**src/hdl/adc_ctrl_consts.vh**
```
// Register map, field positions, reset values and timing counts of the converter control block.
`ifndef ADC_CTRL_CONSTS_VH
`define ADC_CTRL_CONSTS_VH

// ==========================================================
// Register offsets
`define ADDR_SYSTEM_STATE 8'h00
`define ADDR_GENERAL_CONTROL 8'h01
`define ADDR_DATA_CONFIG 8'h02
`define ADDR_CLOCK_CONFIG 8'h03
`define ADDR_AVERAGING_CONTROL 8'h04
`define ADDR_CHANNEL_FUNCTION 8'h05
`define ADDR_PIN_DIRECTION 8'h07
`define ADDR_OUTPUT_DRIVE_TYPE 8'h09
`define ADDR_PIN_OUTPUT_LEVELS 8'h0B
`define ADDR_PIN_INPUT_LEVELS 8'h0D
`define ADDR_SEQUENCE_MODE 8'h10
`define ADDR_MANUAL_CHANNEL 8'h11
`define ADDR_SEQUENCE_CHANNEL_ENABLES 8'h12

// ==========================================================
// Frame opcodes
`define OP_NOP 8'h00
`define OP_WRITE 8'h08
`define OP_READ 8'h10

// ==========================================================
// Field positions
`define SS_CHECK_ERR 0
`define SS_AVG_BUSY 1
`define SS_CAL_BUSY 2
`define GC_SW_RESET 0
`define GC_CAL 1
`define GC_CHECK_EN 2
`define GC_RANGE 3
`define GC_INT_REF 7
`define TRAILER_NONE 2'h0
`define TRAILER_CHAN 2'h1
`define TRAILER_STATUS 2'h2
`define MODE_MANUAL 2'h0
`define MODE_AUTO 2'h1
`define MODE_AUTONOMOUS 2'h2

// ==========================================================
// Reset values
`define RST_GENERAL_CONTROL 8'h00
`define RST_CHANNEL_FUNCTION 8'h00
`define RST_BYTE 8'h00
`define RST_CLOCK_DIV 4'h4

// ==========================================================
// Check code
`define CRC_POLY 8'h07
`define CRC_PRESET 8'hFF

// ==========================================================
// Timing
`define CLK_PERIOD_NS 40
`define SAMPLE_BASE_NS 1000
`define SAMPLE_BASE_CYC ((`SAMPLE_BASE_NS + `CLK_PERIOD_NS - 1) / `CLK_PERIOD_NS)

`endif

```
**src/hdl/adc_ctrl.v**
```verilog
// Converter control: serial register port, pin functions, averaging sequencer and check codes.
//
// Behaviour
// - Reset makes all eight channels analog inputs.
// - Per-channel analog or pin; pin direction per bit.
// - Read input levels; written levels drive outputs.
// - Output drive open-drain or push-pull per bit.
// - External reference default; control bit enables internal.
// - Straight binary results; range bit doubles span.
// - Calibration bit starts calibration, clears when done.
// - Nonzero three-bit factor enables averaging, all channels.
// - Averaged 20-bit result readable only when complete.
// - Host starts first conversion; rest generated internally.
// - Averaging time is samples times sampling period.
// - Autonomous mode averages enabled channels in sequence.
// - Checking only when enabled; payload one to three bytes.
// - Check byte: poly 0x107, preset all ones.
// - Mismatch: command dropped, inbound error flag set.
// - With error only checked writes to 0x00/0x01.
// - With error reads and data reads still served.
// - Error shown in status register and status trailer.
// - Responses carry check byte over response payload.
// - Trailer: one, fixed-voltage, check error, bit-walk.
`timescale 1ns/1ps
`include "adc_ctrl_consts.vh"

module adc_ctrl (
  // Clock and reset
  input wire clk_sys,
  input wire rst_b,
  // Serial port
  input wire cs_b,
  input wire sclk,
  input wire sdi,
  output wire sdo,
  output wire sdo_oe,
  // Channel pins
  input wire [7:0] gpio_in,
  output wire [7:0] gpio_out,
  output wire [7:0] gpio_oe,
  output wire [7:0] ain_select,
  // Analog front end
  output wire ref_internal_en,
  output wire range_double,
  output reg conv_start,
  output reg [2:0] conv_channel,
  input wire [15:0] conv_code,
  input wire conv_done,
  output reg cal_start,
  input wire cal_done,
  // Diagnostic state
  input wire vtest_active,
  input wire bitwalk_active
);

  localparam ST_IDLE = 3'b001;
  localparam ST_CONV = 3'b010;
  localparam ST_WAIT = 3'b100;

  // ==========================================================
  // Input synchronisers and edge detection
  reg [2:0] cs_sync_r;
  reg [2:0] sclk_sync_r;
  reg [1:0] sdi_sync_r;
  reg [7:0] gpio_meta_r;
  reg [7:0] gpio_sync_r;

  always @(posedge clk_sys) begin
    if (!rst_b) begin
      cs_sync_r <= 3'h7;
      sclk_sync_r <= 3'h0;
      sdi_sync_r <= 2'h0;
      gpio_meta_r <= 8'h00;
      gpio_sync_r <= 8'h00;
    end else begin
      cs_sync_r <= {cs_sync_r[1:0], cs_b};
      sclk_sync_r <= {sclk_sync_r[1:0], sclk};
      sdi_sync_r <= {sdi_sync_r[0], sdi};
      gpio_meta_r <= gpio_in;
      gpio_sync_r <= gpio_meta_r;
    end
  end

  wire cs_low = ~cs_sync_r[1];
  wire frame_start = cs_sync_r[2] & ~cs_sync_r[1];
  wire frame_end = ~cs_sync_r[2] & cs_sync_r[1];
  wire sclk_rise = ~sclk_sync_r[2] & sclk_sync_r[1];
  wire sclk_fall = sclk_sync_r[2] & ~sclk_sync_r[1];

  // ==========================================================
  // Registers
  reg [7:0] gen_ctrl_r;
  reg check_err_r;
  reg [1:0] trailer_sel_r;
  reg [3:0] clk_div_r;
  reg [2:0] avg_factor_r;
  reg [7:0] chan_func_r;
  reg [7:0] pin_dir_r;
  reg [7:0] drive_type_r;
  reg [7:0] out_level_r;
  reg [1:0] seq_mode_r;
  reg [2:0] manual_ch_r;
  reg [7:0] seq_enable_r;
  reg soft_rst_r;
  reg [2:0] st_r;

  // A software reset returns configuration to defaults but leaves the serial shifter alone.
  wire cfg_rst = ~rst_b | soft_rst_r;
  wire check_en = gen_ctrl_r[`GC_CHECK_EN];
  wire [7:0] in_levels = gpio_sync_r & chan_func_r & ~pin_dir_r;

  // ==========================================================
  // Inbound frame
  reg [31:0] rx_r;
  reg [5:0] rx_cnt_r;

  always @(posedge clk_sys) begin
    if (!rst_b) begin
      rx_r <= 32'h00000000;
      rx_cnt_r <= 6'h00;
    end else if (frame_start) begin
      rx_cnt_r <= 6'h00;
    end else if (cs_low && sclk_rise) begin
      rx_r <= {rx_r[30:0], sdi_sync_r[1]};
      if (rx_cnt_r != 6'h3F) begin
        rx_cnt_r <= rx_cnt_r + 6'h01;
      end
    end
  end

  wire [23:0] cmd = check_en ? rx_r[31:8] : rx_r[23:0];
  wire [7:0] cmd_crc;
  crc8_calc u_rx_crc (
    .data(rx_r[31:8]),
    .nbytes(2'h3),
    .crc(cmd_crc)
  );

  wire plain_ok = ~check_en & (rx_cnt_r == 6'h18);
  wire checked_frame = check_en & (rx_cnt_r == 6'h20);
  wire crc_ok = checked_frame & (cmd_crc == rx_r[7:0]);
  wire crc_bad = frame_end & checked_frame & (cmd_crc != rx_r[7:0]);
  wire cmd_valid = frame_end & (plain_ok | crc_ok);
  wire [7:0] cmd_op = cmd[23:16];
  wire [7:0] cmd_addr = cmd[15:8];
  wire [7:0] cmd_data = cmd[7:0];
  wire addr_open = (cmd_addr == `ADDR_SYSTEM_STATE) | (cmd_addr == `ADDR_GENERAL_CONTROL);
  wire wr_en = cmd_valid & (cmd_op == `OP_WRITE) & (~check_err_r | addr_open);
  wire rd_en = cmd_valid & (cmd_op == `OP_READ);

  // ==========================================================
  // Register writes
  always @(posedge clk_sys) begin
    if (cfg_rst) begin
      gen_ctrl_r <= `RST_GENERAL_CONTROL;
      check_err_r <= 1'b0;
      trailer_sel_r <= `TRAILER_NONE;
      clk_div_r <= `RST_CLOCK_DIV;
      avg_factor_r <= 3'h0;
      chan_func_r <= `RST_CHANNEL_FUNCTION;
      pin_dir_r <= `RST_BYTE;
      drive_type_r <= `RST_BYTE;
      out_level_r <= `RST_BYTE;
      seq_mode_r <= `MODE_MANUAL;
      manual_ch_r <= 3'h0;
      seq_enable_r <= `RST_BYTE;
      soft_rst_r <= 1'b0;
      cal_start <= 1'b0;
    end else begin
      soft_rst_r <= 1'b0;
      cal_start <= 1'b0;
      if (cal_done) begin
        gen_ctrl_r[`GC_CAL] <= 1'b0;
      end
      // A new mismatch outranks a clear arriving in the same cycle.
      if (crc_bad) begin
        check_err_r <= 1'b1;
      end else if (wr_en && cmd_addr == `ADDR_SYSTEM_STATE && cmd_data[`SS_CHECK_ERR]) begin
        check_err_r <= 1'b0;
      end
      if (wr_en) begin
        case (cmd_addr)
          `ADDR_GENERAL_CONTROL: begin
            gen_ctrl_r[7:2] <= cmd_data[7:2];
            soft_rst_r <= cmd_data[`GC_SW_RESET];
            if (cmd_data[`GC_CAL] && !gen_ctrl_r[`GC_CAL]) begin
              gen_ctrl_r[`GC_CAL] <= 1'b1;
              cal_start <= 1'b1;
            end
          end
          `ADDR_DATA_CONFIG: trailer_sel_r <= cmd_data[5:4];
          `ADDR_CLOCK_CONFIG: clk_div_r <= cmd_data[3:0];
          `ADDR_AVERAGING_CONTROL: avg_factor_r <= cmd_data[2:0];
          `ADDR_CHANNEL_FUNCTION: chan_func_r <= cmd_data;
          `ADDR_PIN_DIRECTION: pin_dir_r <= cmd_data;
          `ADDR_OUTPUT_DRIVE_TYPE: drive_type_r <= cmd_data;
          `ADDR_PIN_OUTPUT_LEVELS: out_level_r <= cmd_data;
          `ADDR_SEQUENCE_MODE: seq_mode_r <= cmd_data[1:0];
          `ADDR_MANUAL_CHANNEL: manual_ch_r <= cmd_data[2:0];
          `ADDR_SEQUENCE_CHANNEL_ENABLES: seq_enable_r <= cmd_data;
          default: begin
          end
        endcase
      end
    end
  end

  // ==========================================================
  // Register reads
  reg [7:0] rd_mux;
  always @* begin
    case (cmd_addr)
      `ADDR_SYSTEM_STATE: rd_mux = {5'h00, gen_ctrl_r[`GC_CAL], ~st_r[0], check_err_r};
      `ADDR_GENERAL_CONTROL: rd_mux = gen_ctrl_r;
      `ADDR_DATA_CONFIG: rd_mux = {2'h0, trailer_sel_r, 4'h0};
      `ADDR_CLOCK_CONFIG: rd_mux = {4'h0, clk_div_r};
      `ADDR_AVERAGING_CONTROL: rd_mux = {5'h00, avg_factor_r};
      `ADDR_CHANNEL_FUNCTION: rd_mux = chan_func_r;
      `ADDR_PIN_DIRECTION: rd_mux = pin_dir_r;
      `ADDR_OUTPUT_DRIVE_TYPE: rd_mux = drive_type_r;
      `ADDR_PIN_OUTPUT_LEVELS: rd_mux = out_level_r;
      `ADDR_PIN_INPUT_LEVELS: rd_mux = in_levels;
      `ADDR_SEQUENCE_MODE: rd_mux = {6'h00, seq_mode_r};
      `ADDR_MANUAL_CHANNEL: rd_mux = {5'h00, manual_ch_r};
      `ADDR_SEQUENCE_CHANNEL_ENABLES: rd_mux = seq_enable_r;
      default: rd_mux = 8'h00;
    endcase
  end

  // A read answers in the following frame; any other frame, valid or not, releases it.
  reg rd_pend_r;
  reg [7:0] rd_data_r;
  always @(posedge clk_sys) begin
    if (!rst_b) begin
      rd_pend_r <= 1'b0;
      rd_data_r <= 8'h00;
    end else if (rd_en) begin
      rd_pend_r <= 1'b1;
      rd_data_r <= rd_mux;
    end else if (frame_end) begin
      rd_pend_r <= 1'b0;
    end
  end

  // ==========================================================
  // Channel pins
  genvar g;
  generate
    for (g = 0; g < 8; g = g + 1) begin : pin
      wire drives = chan_func_r[g] & pin_dir_r[g];
      // Open-drain pins only ever pull low; the high level comes from the board.
      assign gpio_oe[g] = drives & (drive_type_r[g] | ~out_level_r[g]);
      assign gpio_out[g] = drives & drive_type_r[g] & out_level_r[g];
    end
  endgenerate

  assign ain_select = ~chan_func_r;
  assign ref_internal_en = gen_ctrl_r[`GC_INT_REF];
  assign range_double = gen_ctrl_r[`GC_RANGE];

  // ==========================================================
  // Conversion and averaging sequencer
  reg [7:0] left_r;
  reg [22:0] acc_r;
  reg [10:0] gap_r;
  reg [19:0] result_r;
  reg [2:0] result_ch_r;
  reg result_avg_r;
  reg [2:0] next_ch;

  always @* begin : find_next
    integer k;
    next_ch = conv_channel;
    for (k = 7; k >= 1; k = k - 1) begin
      if (seq_enable_r[(conv_channel + k) % 8]) begin
        next_ch = conv_channel + k[2:0];
      end
    end
    if (!seq_enable_r[next_ch]) begin
      next_ch = conv_channel;
    end
  end

  wire autonomous = (seq_mode_r == `MODE_AUTONOMOUS);
  wire [31:0] period_full = `SAMPLE_BASE_CYC * ({28'h0000000, clk_div_r} + 32'h00000001);
  wire begin_avg = st_r[0] & ((frame_end & ~autonomous) | (autonomous & (seq_enable_r != 8'h00)));
  wire [2:0] first_ch = (seq_mode_r == `MODE_MANUAL) ? manual_ch_r : next_ch;
  wire [10:0] period = period_full[10:0];
  wire [22:0] acc_sum = acc_r + {7'h00, conv_code};
  wire [26:0] avg_wide = {acc_sum, 4'h0} >> avg_factor_r;

  always @(posedge clk_sys) begin
    if (cfg_rst) begin
      st_r <= ST_IDLE;
      conv_start <= 1'b0;
      conv_channel <= 3'h0;
      left_r <= 8'h00;
      acc_r <= 23'h000000;
      gap_r <= 11'h000;
      result_r <= 20'h00000;
      result_ch_r <= 3'h0;
      result_avg_r <= 1'b0;
    end else begin
      conv_start <= 1'b0;
      if (gap_r != 11'h000) begin
        gap_r <= gap_r - 11'h001;
      end
      case (st_r)
        ST_IDLE: begin
          if (begin_avg) begin
            conv_start <= 1'b1;
            conv_channel <= first_ch;
            left_r <= 8'h01 << avg_factor_r;
            acc_r <= 23'h000000;
            gap_r <= period - 11'h001;
            st_r <= ST_CONV;
          end
        end
        ST_CONV: begin
          if (conv_done) begin
            acc_r <= acc_sum;
            if (left_r == 8'h01) begin
              // The result is updated only once the whole average is in.
              result_r <= avg_wide[19:0];
              result_ch_r <= conv_channel;
              result_avg_r <= (avg_factor_r != 3'h0);
              st_r <= ST_IDLE;
            end else begin
              left_r <= left_r - 8'h01;
              st_r <= ST_WAIT;
            end
          end
        end
        ST_WAIT: begin
          if (gap_r == 11'h000) begin
            conv_start <= 1'b1;
            gap_r <= period - 11'h001;
            st_r <= ST_CONV;
          end
        end
        default: st_r <= ST_IDLE;
      endcase
    end
  end

  // ==========================================================
  // Response payload and outbound shifter
  wire [3:0] status_nib = {1'b1, vtest_active, check_err_r, bitwalk_active};
  wire [3:0] trailer = (trailer_sel_r == `TRAILER_STATUS) ? status_nib : {1'b0, result_ch_r};
  wire has_trailer = (trailer_sel_r == `TRAILER_STATUS) | (trailer_sel_r == `TRAILER_CHAN);
  reg [23:0] resp;
  reg [1:0] resp_len;

  always @* begin
    if (rd_pend_r) begin
      resp = {rd_data_r, 16'h0000};
      resp_len = 2'h1;
    end else if (result_avg_r) begin
      resp = {result_r, has_trailer ? trailer : 4'h0};
      resp_len = 2'h3;
    end else if (has_trailer) begin
      resp = {result_r[19:4], trailer, 4'h0};
      resp_len = 2'h3;
    end else begin
      resp = {result_r[19:4], 8'h00};
      resp_len = 2'h2;
    end
  end

  wire [7:0] resp_crc_raw;
  crc8_calc u_tx_crc (
    .data(resp),
    .nbytes(resp_len),
    .crc(resp_crc_raw)
  );
  wire [7:0] resp_crc = check_en ? resp_crc_raw : 8'h00;

  reg [31:0] tx_r;
  always @(posedge clk_sys) begin
    if (!rst_b) begin
      tx_r <= 32'h00000000;
    end else if (frame_start) begin
      case (resp_len)
        2'h1: tx_r <= {resp[23:16], resp_crc, 16'h0000};
        2'h2: tx_r <= {resp[23:8], resp_crc, 8'h00};
        default: tx_r <= {resp, resp_crc};
      endcase
    end else if (cs_low && sclk_fall) begin
      tx_r <= {tx_r[30:0], 1'b0};
    end
  end

  assign sdo = tx_r[31];
  assign sdo_oe = cs_low;

endmodule

```
**src/hdl/crc8_calc.v**
```verilog
// Combinational 8-bit check code over one to three payload bytes.
`timescale 1ns/1ps
`include "adc_ctrl_consts.vh"

module crc8_calc (
  // Payload, left aligned, and its length in bytes
  input wire [23:0] data,
  input wire [1:0] nbytes,
  // Remainder
  output reg [7:0] crc
);

  always @* begin : calc
    integer i;
    crc = `CRC_PRESET;
    for (i = 0; i < 24; i = i + 1) begin
      // Bits enter most significant first, as they travel on the wire.
      if (i < {nbytes, 3'b000}) begin
        crc = {crc[6:0], 1'b0} ^ ((crc[7] ^ data[23 - i]) ? `CRC_POLY : 8'h00);
      end
    end
  end

endmodule

```
**config.mk**
```make
export PLATFORM = sky130hd
export DESIGN_NAME = adc_ctrl
export DESIGN_NICKNAME = d
export VERILOG_FILES = /design/src/hdl/adc_ctrl.v /design/src/hdl/crc8_calc.v
export VERILOG_INCLUDE_DIRS = /design/src /design/src/hdl
export SDC_FILE = /design/constraint.sdc
export NUM_CORES = 1
export LEC_CHECK = 0
export BUFFER_PORTS_ARGS = -buffer_cell sky130_fd_sc_hd__buf_4
export CORE_MARGIN = 4
export CORE_UTILIZATION = 25
export DETAILED_ROUTE_END_ITERATION = 16
export SLEW_MARGIN = 20
export SYNTH_ARGS = -nofsm -noshare
export SYNTH_HDL_FRONTEND = slang
export SYNTH_HIERARCHICAL = 1
export SYNTH_SLANG_ARGS = --single-unit
```
**constraint.sdc**
```tcl
create_clock -name clk_sys -period 4.69 [get_ports clk_sys]
set_input_delay 0.469 -clock clk_sys [delete_from_list [all_inputs] [get_ports clk_sys]]
set_output_delay 0.469 -clock clk_sys [all_outputs]
set_load 0.005 [all_outputs]
```
# Word-level counts from Yosys, hierarchy flattened
# Cells that the tools add are included.
dict set report word_totals {
  register_bits 240
  inputBits 33
  word_cells 477
}
dict set report classes {
  mul 1
  shift 2
  n_eq_ne 32
  order_cmp 32
  bitwise_logic 180
  mux 139
  n_reduce_logical 37
  n_addsub 20
}
# operator n
set ops {}
lappend ops {{bitwise XOR 8 bit} 46}
lappend ops {{two-way mux 8 bit} 30}
lappend ops {{two-way mux 3 bit} 61}
lappend ops {{one-hot mux 8 bit (13 select lines)} 1}
lappend ops {{two-way mux 32 bit} 2}
lappend ops {{bitwise AND 1 bit} 48}
lappend ops {{two-way mux 24 bit} 2}
lappend ops {{one-hot mux 24 bit (2 select lines)} 1}
lappend ops {{two-way mux 23 bit} 2}
lappend ops {{one-hot mux 23 bit (2 select lines)} 1}
lappend ops {{bitwise XOR 1 bit} 46}
lappend ops {{less-than comparator 4 x 5 -> 1 bit, first input constant} 8}
lappend ops {{less-than comparator 5 bit, first input constant} 8}
lappend ops {{two-way mux 11 bit} 3}
lappend ops {{== test 8 x 4 -> 1 bit, second input constant} 4}
lappend ops {{== test 8 x 5 -> 1 bit, second input constant} 4}
lappend ops {{less-than comparator 3 x 4 -> 1 bit, second input constant} 8}
lappend ops {{right shift 27 x 3 -> 20 bit} 1}
lappend ops {{AND reduction 2 bit} 13}
lappend ops {{adder 3 bit, second input constant} 8}
lappend ops {{binary-select mux 1 bit (select 3 bit)} 8}
lappend ops {{== test 8 x 3 -> 1 bit, second input constant} 3}
lappend ops {{adder 23 x 16 -> 23 bit} 1}
lappend ops {{one-hot mux 11 bit (2 select lines)} 1}
lappend ops {{other kinds (49)} 133}

# Depth between registers and ports, before layout
# Gate-level depths: netlist of the first run.
dict set report depth {
  depth_word 103
  depth_mapped 24
}

# Hierarchy
# Netlist of the first run, hierarchy kept.
# mod n_inst area_per_inst_um2 seq_area_each_um2 cells_per_inst
set modules_own_cells {}
lappend modules_own_cells {adc_ctrl 1 13949.6 4804.6 1777}
lappend modules_own_cells {crc8_calc 2 1307.5 0.0 138}

# Worst setup path after synthesis of the first run
# Ideal clock, no wire load.
dict set report synth_path {
  path_kind {flip-flop to flip-flop}
  startpoint {reg rx_r[30]}
  endpoint {reg chan_func_r[6]}
  required_ns 4.604
  path_slack_ns -0.181
  period_less_slack_ns 4.871
  setup_ns 0.086
  stages_incl_launch_ff 21
  path_buffers 2
  t_arrival_ns 4.785
  path_cell_list {dfxtp_1 buf_2 xnor3_1 nor2_1 xnor2_1 mux2i_1 xnor3_1 xnor2_1 nor2_2 xnor3_1 a221oi_1 xor2_1 nor4_1 nand2_1 o32a_1 nor3_1 nand3_4 nor3_4 buf_2 nor2_1 a211oi_1}
}
dict set report synth_via {
  elab_chain_cells 38
  elab_cells_between_ends 60
  cone_classes {eq/ne: 2; mux: 15; bitwise: 42; reduce/logical: 1}
}
# element line_no
set synth_lines {}
lappend synth_lines {{from (decl)} adc_ctrl.v:114} ;# reg [31:0] rx_r;
lappend synth_lines {{from (signal assigned)} adc_ctrl.v:124} ;# rx_r <= {rx_r[30:0], sdi_sync_r[1]};
lappend synth_lines {{bitwise XOR 1 bit (*)} crc8_calc.v:19} ;# crc = {crc[6:0], 1'b0} ^ ((crc[7] ^ data[23 - i]) ? `CRC_POLY : 8'h00);
lappend synth_lines {{two-way mux 3 bit (*)} crc8_calc.v:19}
lappend synth_lines {{bitwise XOR 8 bit (*) (6 in series)} crc8_calc.v:19}
lappend synth_lines {{bitwise XOR 1 bit / bitwise XOR 8 bit (equally long branches)} crc8_calc.v:19}
lappend synth_lines {{two-way mux 3 bit, or another cell as far along} crc8_calc.v:19}
lappend synth_lines {{bitwise XOR 8 bit (*) (6 in series)} crc8_calc.v:19}
lappend synth_lines {{bitwise XOR 1 bit / bitwise XOR 8 bit (equally long branches)} crc8_calc.v:19}
lappend synth_lines {{two-way mux 3 bit, or another cell as far along} crc8_calc.v:19}
lappend synth_lines {{(+9 left out)} --}
lappend synth_lines {{bitwise XOR 8 bit (*) (4 in series)} crc8_calc.v:19}
lappend synth_lines {{via cmd_crc[3]} adc_ctrl.v:132} ;# wire [7:0] cmd_crc;
lappend synth_lines {{== test 8 bit (*)} adc_ctrl.v:141} ;# wire crc_ok = checked_frame & (cmd_crc == rx_r[7:0]);
lappend synth_lines {{bitwise AND 1 bit (*)} adc_ctrl.v:141}
lappend synth_lines {{bitwise OR 1 bit (*)} adc_ctrl.v:143} ;# wire cmd_valid = frame_end & (plain_ok | crc_ok);
lappend synth_lines {{bitwise AND 1 bit (*)} adc_ctrl.v:143}
lappend synth_lines {{bitwise AND 1 bit (*) (2 in series)} adc_ctrl.v:148} ;# wire wr_en = cmd_valid & (cmd_op == `OP_WRITE) & (~check_err_r | addr_open);
lappend synth_lines {{AND reduction 2 bit (no source line) (*)} --}
lappend synth_lines {{to (signal assigned)} adc_ctrl.v:160} ;# chan_func_r <= `RST_CHANNEL_FUNCTION;
lappend synth_lines {{to (signal assigned)} adc_ctrl.v:194} ;# `ADDR_CHANNEL_FUNCTION: chan_func_r <= cmd_data;
lappend synth_lines {{to (decl)} adc_ctrl.v:97} ;# reg [7:0] chan_func_r;
# Mark *: on every way through the listed nets, which the timed path passes. The rest lies on a longest branch.
# A chain may end at the register's enable or synchronous reset.

# Final worst setup path of the first run
dict set report layout_path {
  startpoint {reg rx_r[30]}
  endpoint {reg seq_enable_r[1]}
}
dict set report layout_via {
  elab_chain_cells 38
  elab_cells_between_ends 60
  cone_classes {eq/ne: 2; mux: 15; bitwise: 42; reduce/logical: 1}
}
# element line_no
set layout_lines {}
lappend layout_lines {{bitwise XOR 1 bit (*)} crc8_calc.v:19}
lappend layout_lines {{two-way mux 3 bit (*)} crc8_calc.v:19}
lappend layout_lines {{bitwise XOR 8 bit (*) (6 in series)} crc8_calc.v:19}
lappend layout_lines {{bitwise XOR 1 bit / bitwise XOR 8 bit (equally long branches)} crc8_calc.v:19}
lappend layout_lines {{two-way mux 3 bit, or another cell as far along} crc8_calc.v:19}
lappend layout_lines {{bitwise XOR 8 bit (*) (6 in series)} crc8_calc.v:19}
lappend layout_lines {{bitwise XOR 1 bit / bitwise XOR 8 bit (equally long branches)} crc8_calc.v:19}
lappend layout_lines {{two-way mux 3 bit, or another cell as far along} crc8_calc.v:19}
lappend layout_lines {{(+9 left out)} --}
lappend layout_lines {{bitwise XOR 8 bit (*) (4 in series)} crc8_calc.v:19}
lappend layout_lines {{via cmd_crc[3]} adc_ctrl.v:132}
lappend layout_lines {{== test 8 bit (*)} adc_ctrl.v:141}
lappend layout_lines {{bitwise AND 1 bit (*)} adc_ctrl.v:141}
lappend layout_lines {{bitwise OR 1 bit (*)} adc_ctrl.v:143}
lappend layout_lines {{bitwise AND 1 bit (*)} adc_ctrl.v:143}
lappend layout_lines {{bitwise AND 1 bit (*) (2 in series)} adc_ctrl.v:148}
lappend layout_lines {{AND reduction 2 bit (no source line) (*)} --}
lappend layout_lines {{to (signal assigned)} adc_ctrl.v:166} ;# seq_enable_r <= `RST_BYTE;
lappend layout_lines {{to (signal assigned)} adc_ctrl.v:200} ;# `ADDR_SEQUENCE_CHANNEL_ENABLES: seq_enable_r <= cmd_data;
lappend layout_lines {{to (decl)} adc_ctrl.v:103} ;# reg [7:0] seq_enable_r;
# Marks and branches as above.

==> run metrics, run 1 <==
status=completed; Synth top area share=29.0%; First-pass DRT Iterations=6; setup slack after placement=-0.0402 ns; Die Wd=265 um; Finished Layout Cells=3009; Worst-path clk slew=0.06 ns; Post-synth top cells=nor2_1 (264), dfxtp_1 (240), nand2_1 (240); top-count cell post-synth=nor2_1; clk_lat worst skew=0.55 ns; #FFs+latches synth=240; CP Capture Type=flip-flop; initial antenna violation count=1; worst r2r src=rx_r[30]; maximum clock frequency=0.217 GHz; post-route ant nets=0; number of flops mapped to enable cells by yosys=0; dominant cell type by area after synthesis=dfxtp_1; CTS tree=built; Tcrit/Tclk final=98.4%; ant diodes=0; total of fill cells in the finished design=7006; headroom to the max-slew limit=23.5%; routed length on met3=2.56 mm; PwrDens=267 mW/mm2; startpoint types=flip-flop; HPWL Detailed=35.7 mm; die span in y=265 um; nets@finish=2211; synth unique cells=96; final hold violation count=0; CP startpoint=rx_r[30]; sequential area share after synthesis=29.0%; DR WL/cell=16.3 um; largest net degree at the start of global routing=73; post-route setup slack=0.0739 ns; vias in the first global route=13800; CP required=5.16 ns; Peak VDD IR=0.248 mV; die area=0.0704 mm2; fin crit period=4.62 ns; WL met1=23.0 mm; Pwr Total=5.27 mW; Post-Syn Area per Cell=8.07 um2; class of the worst hold path=input pin to flip-flop; worst path arrival time=5.08 ns; ys async rst share=0%; Leak=7.41 nW; GRT Residual Overflow=0; clk root buf=clkbuf_16; final worst clock skew=0.0107 ns; TritonCTS Buffers=28; area grow syn2layout=19.1%; drt via density=4.90; Top FF cell, synth=dfxtp_1; Core Region=0.0657 mm2; Rows=94; Iter 0 DRT Violations=1220; wirelength, routed=49.0 mm; CP max stage delay=0.38 ns; Mapped Cells=2053; Hold Slack=0.128 ns; Post-Syn Area=0.0166 mm2; highest routed layer=met5; gp weighted congestion=0.885; routed via count=14800; design area=0.0197 mm2; max cap viols=0; placed instance count=2945; clock buffer depth=3; num ports=66; crit path kind=flip-flop to flip-flop; top post-synthesis cells by area=dfxtp_1 (29%), nor2_1 (6.0%), a21oi_1 (5.7%); # setup viols final=0; H-tree depth=1; PortBufs=65; drc violations=0; CP Cell Sequence=buf_6, xor3_1, a22oi_2, xnor2_2, xnor3_1, a21oi_2, xor2_1, xnor2_1, xnor3_1, a221oi_2, xor2_1, nor4_2, nand2_1, o32a_1, nor3_4, nand3_4, buf_12, nor3_4, buf_12, nor2_1, a211oi_1; Worst Hold Launch=gpio_in[1]; Warnings, synthesis=6; Worst-Margin Slew=1.12 ns; gr usage total=13.2%; fraction of final layout cells sized beyond drive strength 1=16.8%; RSZ-0062 raised after global routing=true; clk sinks=240; DR WL met2=22.6 mm; count of final max-slew check failures=0; Initial Utilization=25.2%; Critical-path top delay cell=xor3_1; worst-path fanout max=8; area post-placement=0.0183 mm2; global-route wire length before repair=77.3 mm
per-layer routing:
layer | up-vias | track usage [%]
li1 | 7413 | -
met1 | 6896 | 18.9
met2 | 380 | 21.7
met3 | 65 | 1.31
met4 | 2 | 2.71
met5 | - | 0
state kept, by name, indices dropped and copies added (netlist names), 4 cells and up:
register / count
chan_func_r: 8
gen_ctrl_r: 7
gpio_sync_r: 8
gpio_meta_r: 8
clk_div_r: 4
rd_data_r: 8
tx_r: 32
drive_type_r: 8
rx_r: 32
seq_enable_r: 8
left_r: 8
pin_dir_r: 8
gap_r: 11
result_r: 20
acc_r: 23
rx_cnt_r: 6
out_level_r: 8
worst max-delay path: cells and delay by family, from the launching register on:
family / cells / cell delay [ns]
xor+xnor: 7 / 1.58
simple gates: 6 / 1.08
compound gates: 5 / 1.07
flops: 1 / 0.32
buf+inv: 3 / 0.48
cell type report:
class	count	area, um2	area share (%)
Timing Repair Buffer	161	1350	6.84
Tap cell	864	1080	5.48
Clock inverter	11	140	0.710
Clock buffer	38	820	4.16
Inverter	68	255	1.29
Multi-Input combinational cell	1627	11300	57.1
Sequential cell	240	4810	24.4
kinds of logic (layout without fill, tap and decap cells):
family / Yosys count / in the layout / synth area share (%)
adders and majority gates: 52 / 52 / 4.15
AOI/OAI and AO/OA: 541 / 541 / 21.7
other: 1 / 10 / 0.0226
muxes: 86 / 86 / 6.12
and+or+nand+nor: 751 / 751 / 20.9
buffers and inverters: 195 / 278 / 4.96
DFF: 240 / 240 / 29.0
xor gates and xnor gates: 187 / 187 / 13.1
per-stage QoR:
| stage | TNS, ns | utilization, % |
|---|---|---|
| CTS | 0 | 29.3 |
| global placement | -0.0211 | 27.8 |
| floorplan | 0 | - |
| detailed placement | -0.425 | 27.8 |
| global route | -10.70 | 30.0 |
| finish | 0 | 30.0 |
layout by cell type, fill, tap and decap left out, types with 41 or more instances in the layout:
master	n
buf_4	144
a211oi_1	72
ha_1	47
xnor2_1	94
dfxtp_1	236
nand3_1	41
nand2_1	238
o21ai_0	67
inv_1	64
nor2_1	243
xor2_1	43
a21oi_1	186
mux2i_1	51
final timing paths:
check / endpoint / slack (ns) / cells past startpoint
worst min register to register: sdi_sync_r[1] / 0.43 / 1
worst max-delay path: seq_enable_r[1] / 0.07 / 21
worst max register to register: seq_enable_r[1] / 0.07 / 21
worst min-delay path: gpio_meta_r[1] / 0.13 / 2
where the power goes:
part / internal (mW) / switching, mW / leakage, nW / total (mW)
logic: 0.339 / 0.469 / 5.00 / 0.808
clock network: 1.38 / 0.885 / 0.463 / 2.26
registers: 2.12 / 0.0824 / 1.95 / 2.20
timing repair:
action | CTS | global route
gates cloned | 0 | 3
pin swaps | 1 | 46
endpoints found under the setup margin | 51 | 72
setup buffers | 1 | 11
resized for setup | 2 | 72
hold buffers | 0 | 0
(Power assumes the default switching activity.)
==> run 2, diff against run 1 <==
Settings changed: CTS_BUF_LIST from default to sky130_fd_sc_hd__clkbuf_4 sky130_fd_sc_hd__clkbuf_8 sky130_fd_sc_hd__clkbuf_16.
Clock period 4.69 ns to 3.9 ns, I/O delays scaled along.
==> run 2 against run 1 <==
The flow now finishes with violations (negative setup slack); final cell count grew 3.3%; via count grew 4.1%; routed wire length grew 2.7%; fmax grew 0.65%; global-route usage grew 0.53 points; critical path type unchanged; final area grew 5.5%; worst hold slack lost 0.099 ns; die area is the same; largest power group unchanged.
==> run metrics, run 2 (same netlist as run 1, synthesis figures left out) <==
status=complete, but fails checks; violated checks=negative setup slack; gr usage total=13.7%; class of the worst hold path=input pin to flip-flop; buffers and inverters on the worst path=3; fin crit period=4.59 ns; HPWL Detailed=36.9 mm; clk root buf=clkbuf_16; startpoint types=flip-flop; design area=0.0208 mm2; H-tree depth=1; max cap viols=0; die span in y=265 um; gp weighted congestion=0.875; Iter 0 DRT Violations=1302; Finished Layout Cells=3109; worst r2r src=rx_r[28]; clock buffer depth=3; Worst-path clk slew=0.06 ns; Crit Reg-Reg Endpoint=seq_enable_r[5]; Leak=7.97 nW; CP dominant cell by count=xnor2_2; CP required=4.37 ns; most frequent cells in the layout=nor2_1 (241), buf_4 (238), nand2_1 (234), dfxtp_1 (232), a21oi_1 (177); worst path arrival time=5.06 ns; RSZ-0062 raised after global routing=true; CP Capture Type=flip-flop; crit path kind=flip-flop to flip-flop; placed instance count=3028; clk sinks=240; Worst Hold Launch=sdi; CP startpoint=rx_r[28]; Die Wd=265 um; CTS tree=built; Sequential cell area=0.00482 mm2; CP Cell Sequence=xor3_1, a22oi_2, xnor2_2, buf_4, xnor2_2, xnor3_1, xnor2_2, nor2_2, xnor3_1, a221oi_2, xor2_1, nor4_2, nand2_1, o32a_1, nor3_4, nand3_4, buf_12, nor3_4, buf_12, nor2_1, a211oi_1; TritonCTS Buffers=28; Core Region=0.0657 mm2; Post-CTS Hold Fix Bufs=0; post-route setup slack=-0.686 ns; PortBufs=65; PwrDens=310 mW/mm2; area grow syn2layout=25.6%; setup_tns=-43.94 ns; area post-placement=0.0190 mm2; Finished Core Util=31.6%; crit-path leading delay family=XOR/XNOR gates; total of fill cells in the finished design=6852; clk_lat worst skew=0.57 ns; Critical-path top delay cell=xnor3_1; post-route ant nets=0; drc violations=0; worst r2r path cells=21; maximum clock frequency=0.218 GHz; ant diodes=0; largest net degree at the start of global routing=73; final hold violation count=0; num ports=66; Crit path depth=21; Rows=94; DR WL/cell=16.2 um; worst setup path end=seq_enable_r[5]; routed via count=15400; Pwr Total=6.46 mW; die area=0.0704 mm2; most common library cell in the layout ignoring fill and taps=nor2_1; global-route wire length before repair=80.8 mm; GRT Residual Overflow=0; area taken by multi-input logic gates=0.0116 mm2; wirelength, routed=50.3 mm; initial antenna violation count=0; fraction of final layout cells sized beyond drive strength 1=22.9%; Peak VDD IR=0.262 mV; Initial Utilization=25.2%; Tcrit/Tclk final=118%; final worst clock skew=0.0188 ns; # setup viols final=73; CP max stage delay=0.45 ns; drt via density=4.94; setup slack after placement=-0.837 ns; headroom to the max-slew limit=23.5%; Top Registers=rx_r: 32 flops, tx_r: 32 flops, acc_r: 23 flops; nets@finish=2308; First-pass DRT Iterations=5; Worst-Margin Slew=1.12 ns; count of final max-slew check failures=0; R2R Setup Slk=-0.69 ns; Hold Slack=0.0283 ns; worst-path fanout max=16; vias in the first global route=14500
[run 2: worst min path at each step]
stage	cells past startpoint	end	slack [ns]
after detailed placement	1	cs_sync_r[1]	0.40
after global placement	1	cs_sync_r[1]	0.40
after global routing	2	gpio_meta_r[0]	0.01
final	2	sdi_sync_r[0]	0.03
after CTS	2	gpio_meta_r[0]	0.003
after floorplan	1	cs_sync_r[1]	0.39
[run 2: where the power goes]
group | internal, mW | total [mW] | switching [mW] | leakage [nW]
combinational | 0.432 | 1.02 | 0.588 | 5.52
clock | 1.68 | 2.81 | 1.13 | 0.495
sequential | 2.54 | 2.63 | 0.0865 | 1.95
total | 4.66 | 6.46 | 1.80 | 7.97
[run 2: cell type report]
cell class | count | share of cell area (%)
Multi-Input combinational cell | 1627 | 55.7
Sequential cell | 240 | 23.2
Timing Repair Buffer | 258 | 9.90
Tap cell | 864 | 5.20
Clock buffer | 37 | 3.93
Inverter | 68 | 1.24
Clock inverter | 15 | 0.860
[run 2: metal layers]
layer	part of all wire, %	up-vias	track usage (%)
met3	4.4	74	1.19
met4	2.1	0	3.63
li1	-	7621	-
met5	0	-	0
met1	47	7272	19.3
met2	47	395	22.7
[run 2: worst reg2reg max path, cell delays in order, from the launching register on]
cell and delay [ns]:
dfxtp_4 0.34, xor3_1 0.43, a22oi_2 0.26, xnor2_2 0.16, buf_4 0.15, xnor2_2 0.11, xnor3_1 0.45, xnor2_2 0.15
nor2_2 0.14, xnor3_1 0.33, a221oi_2 0.26, xor2_1 0.11, nor4_2 0.14, nand2_1 0.13, o32a_1 0.21, nor3_4 0.20
nand3_4 0.10, buf_12 0.19, nor3_4 0.20, buf_12 0.17, nor2_1 0.04, a211oi_1 0.20
[run 2: timing repair]
item	CTS	global route
endpoints found under the hold margin	0	0
pin swaps	28	26
setup buffers	14	14
cloned	2	2
setup endpoints to repair	86	97
resized for setup	62	71
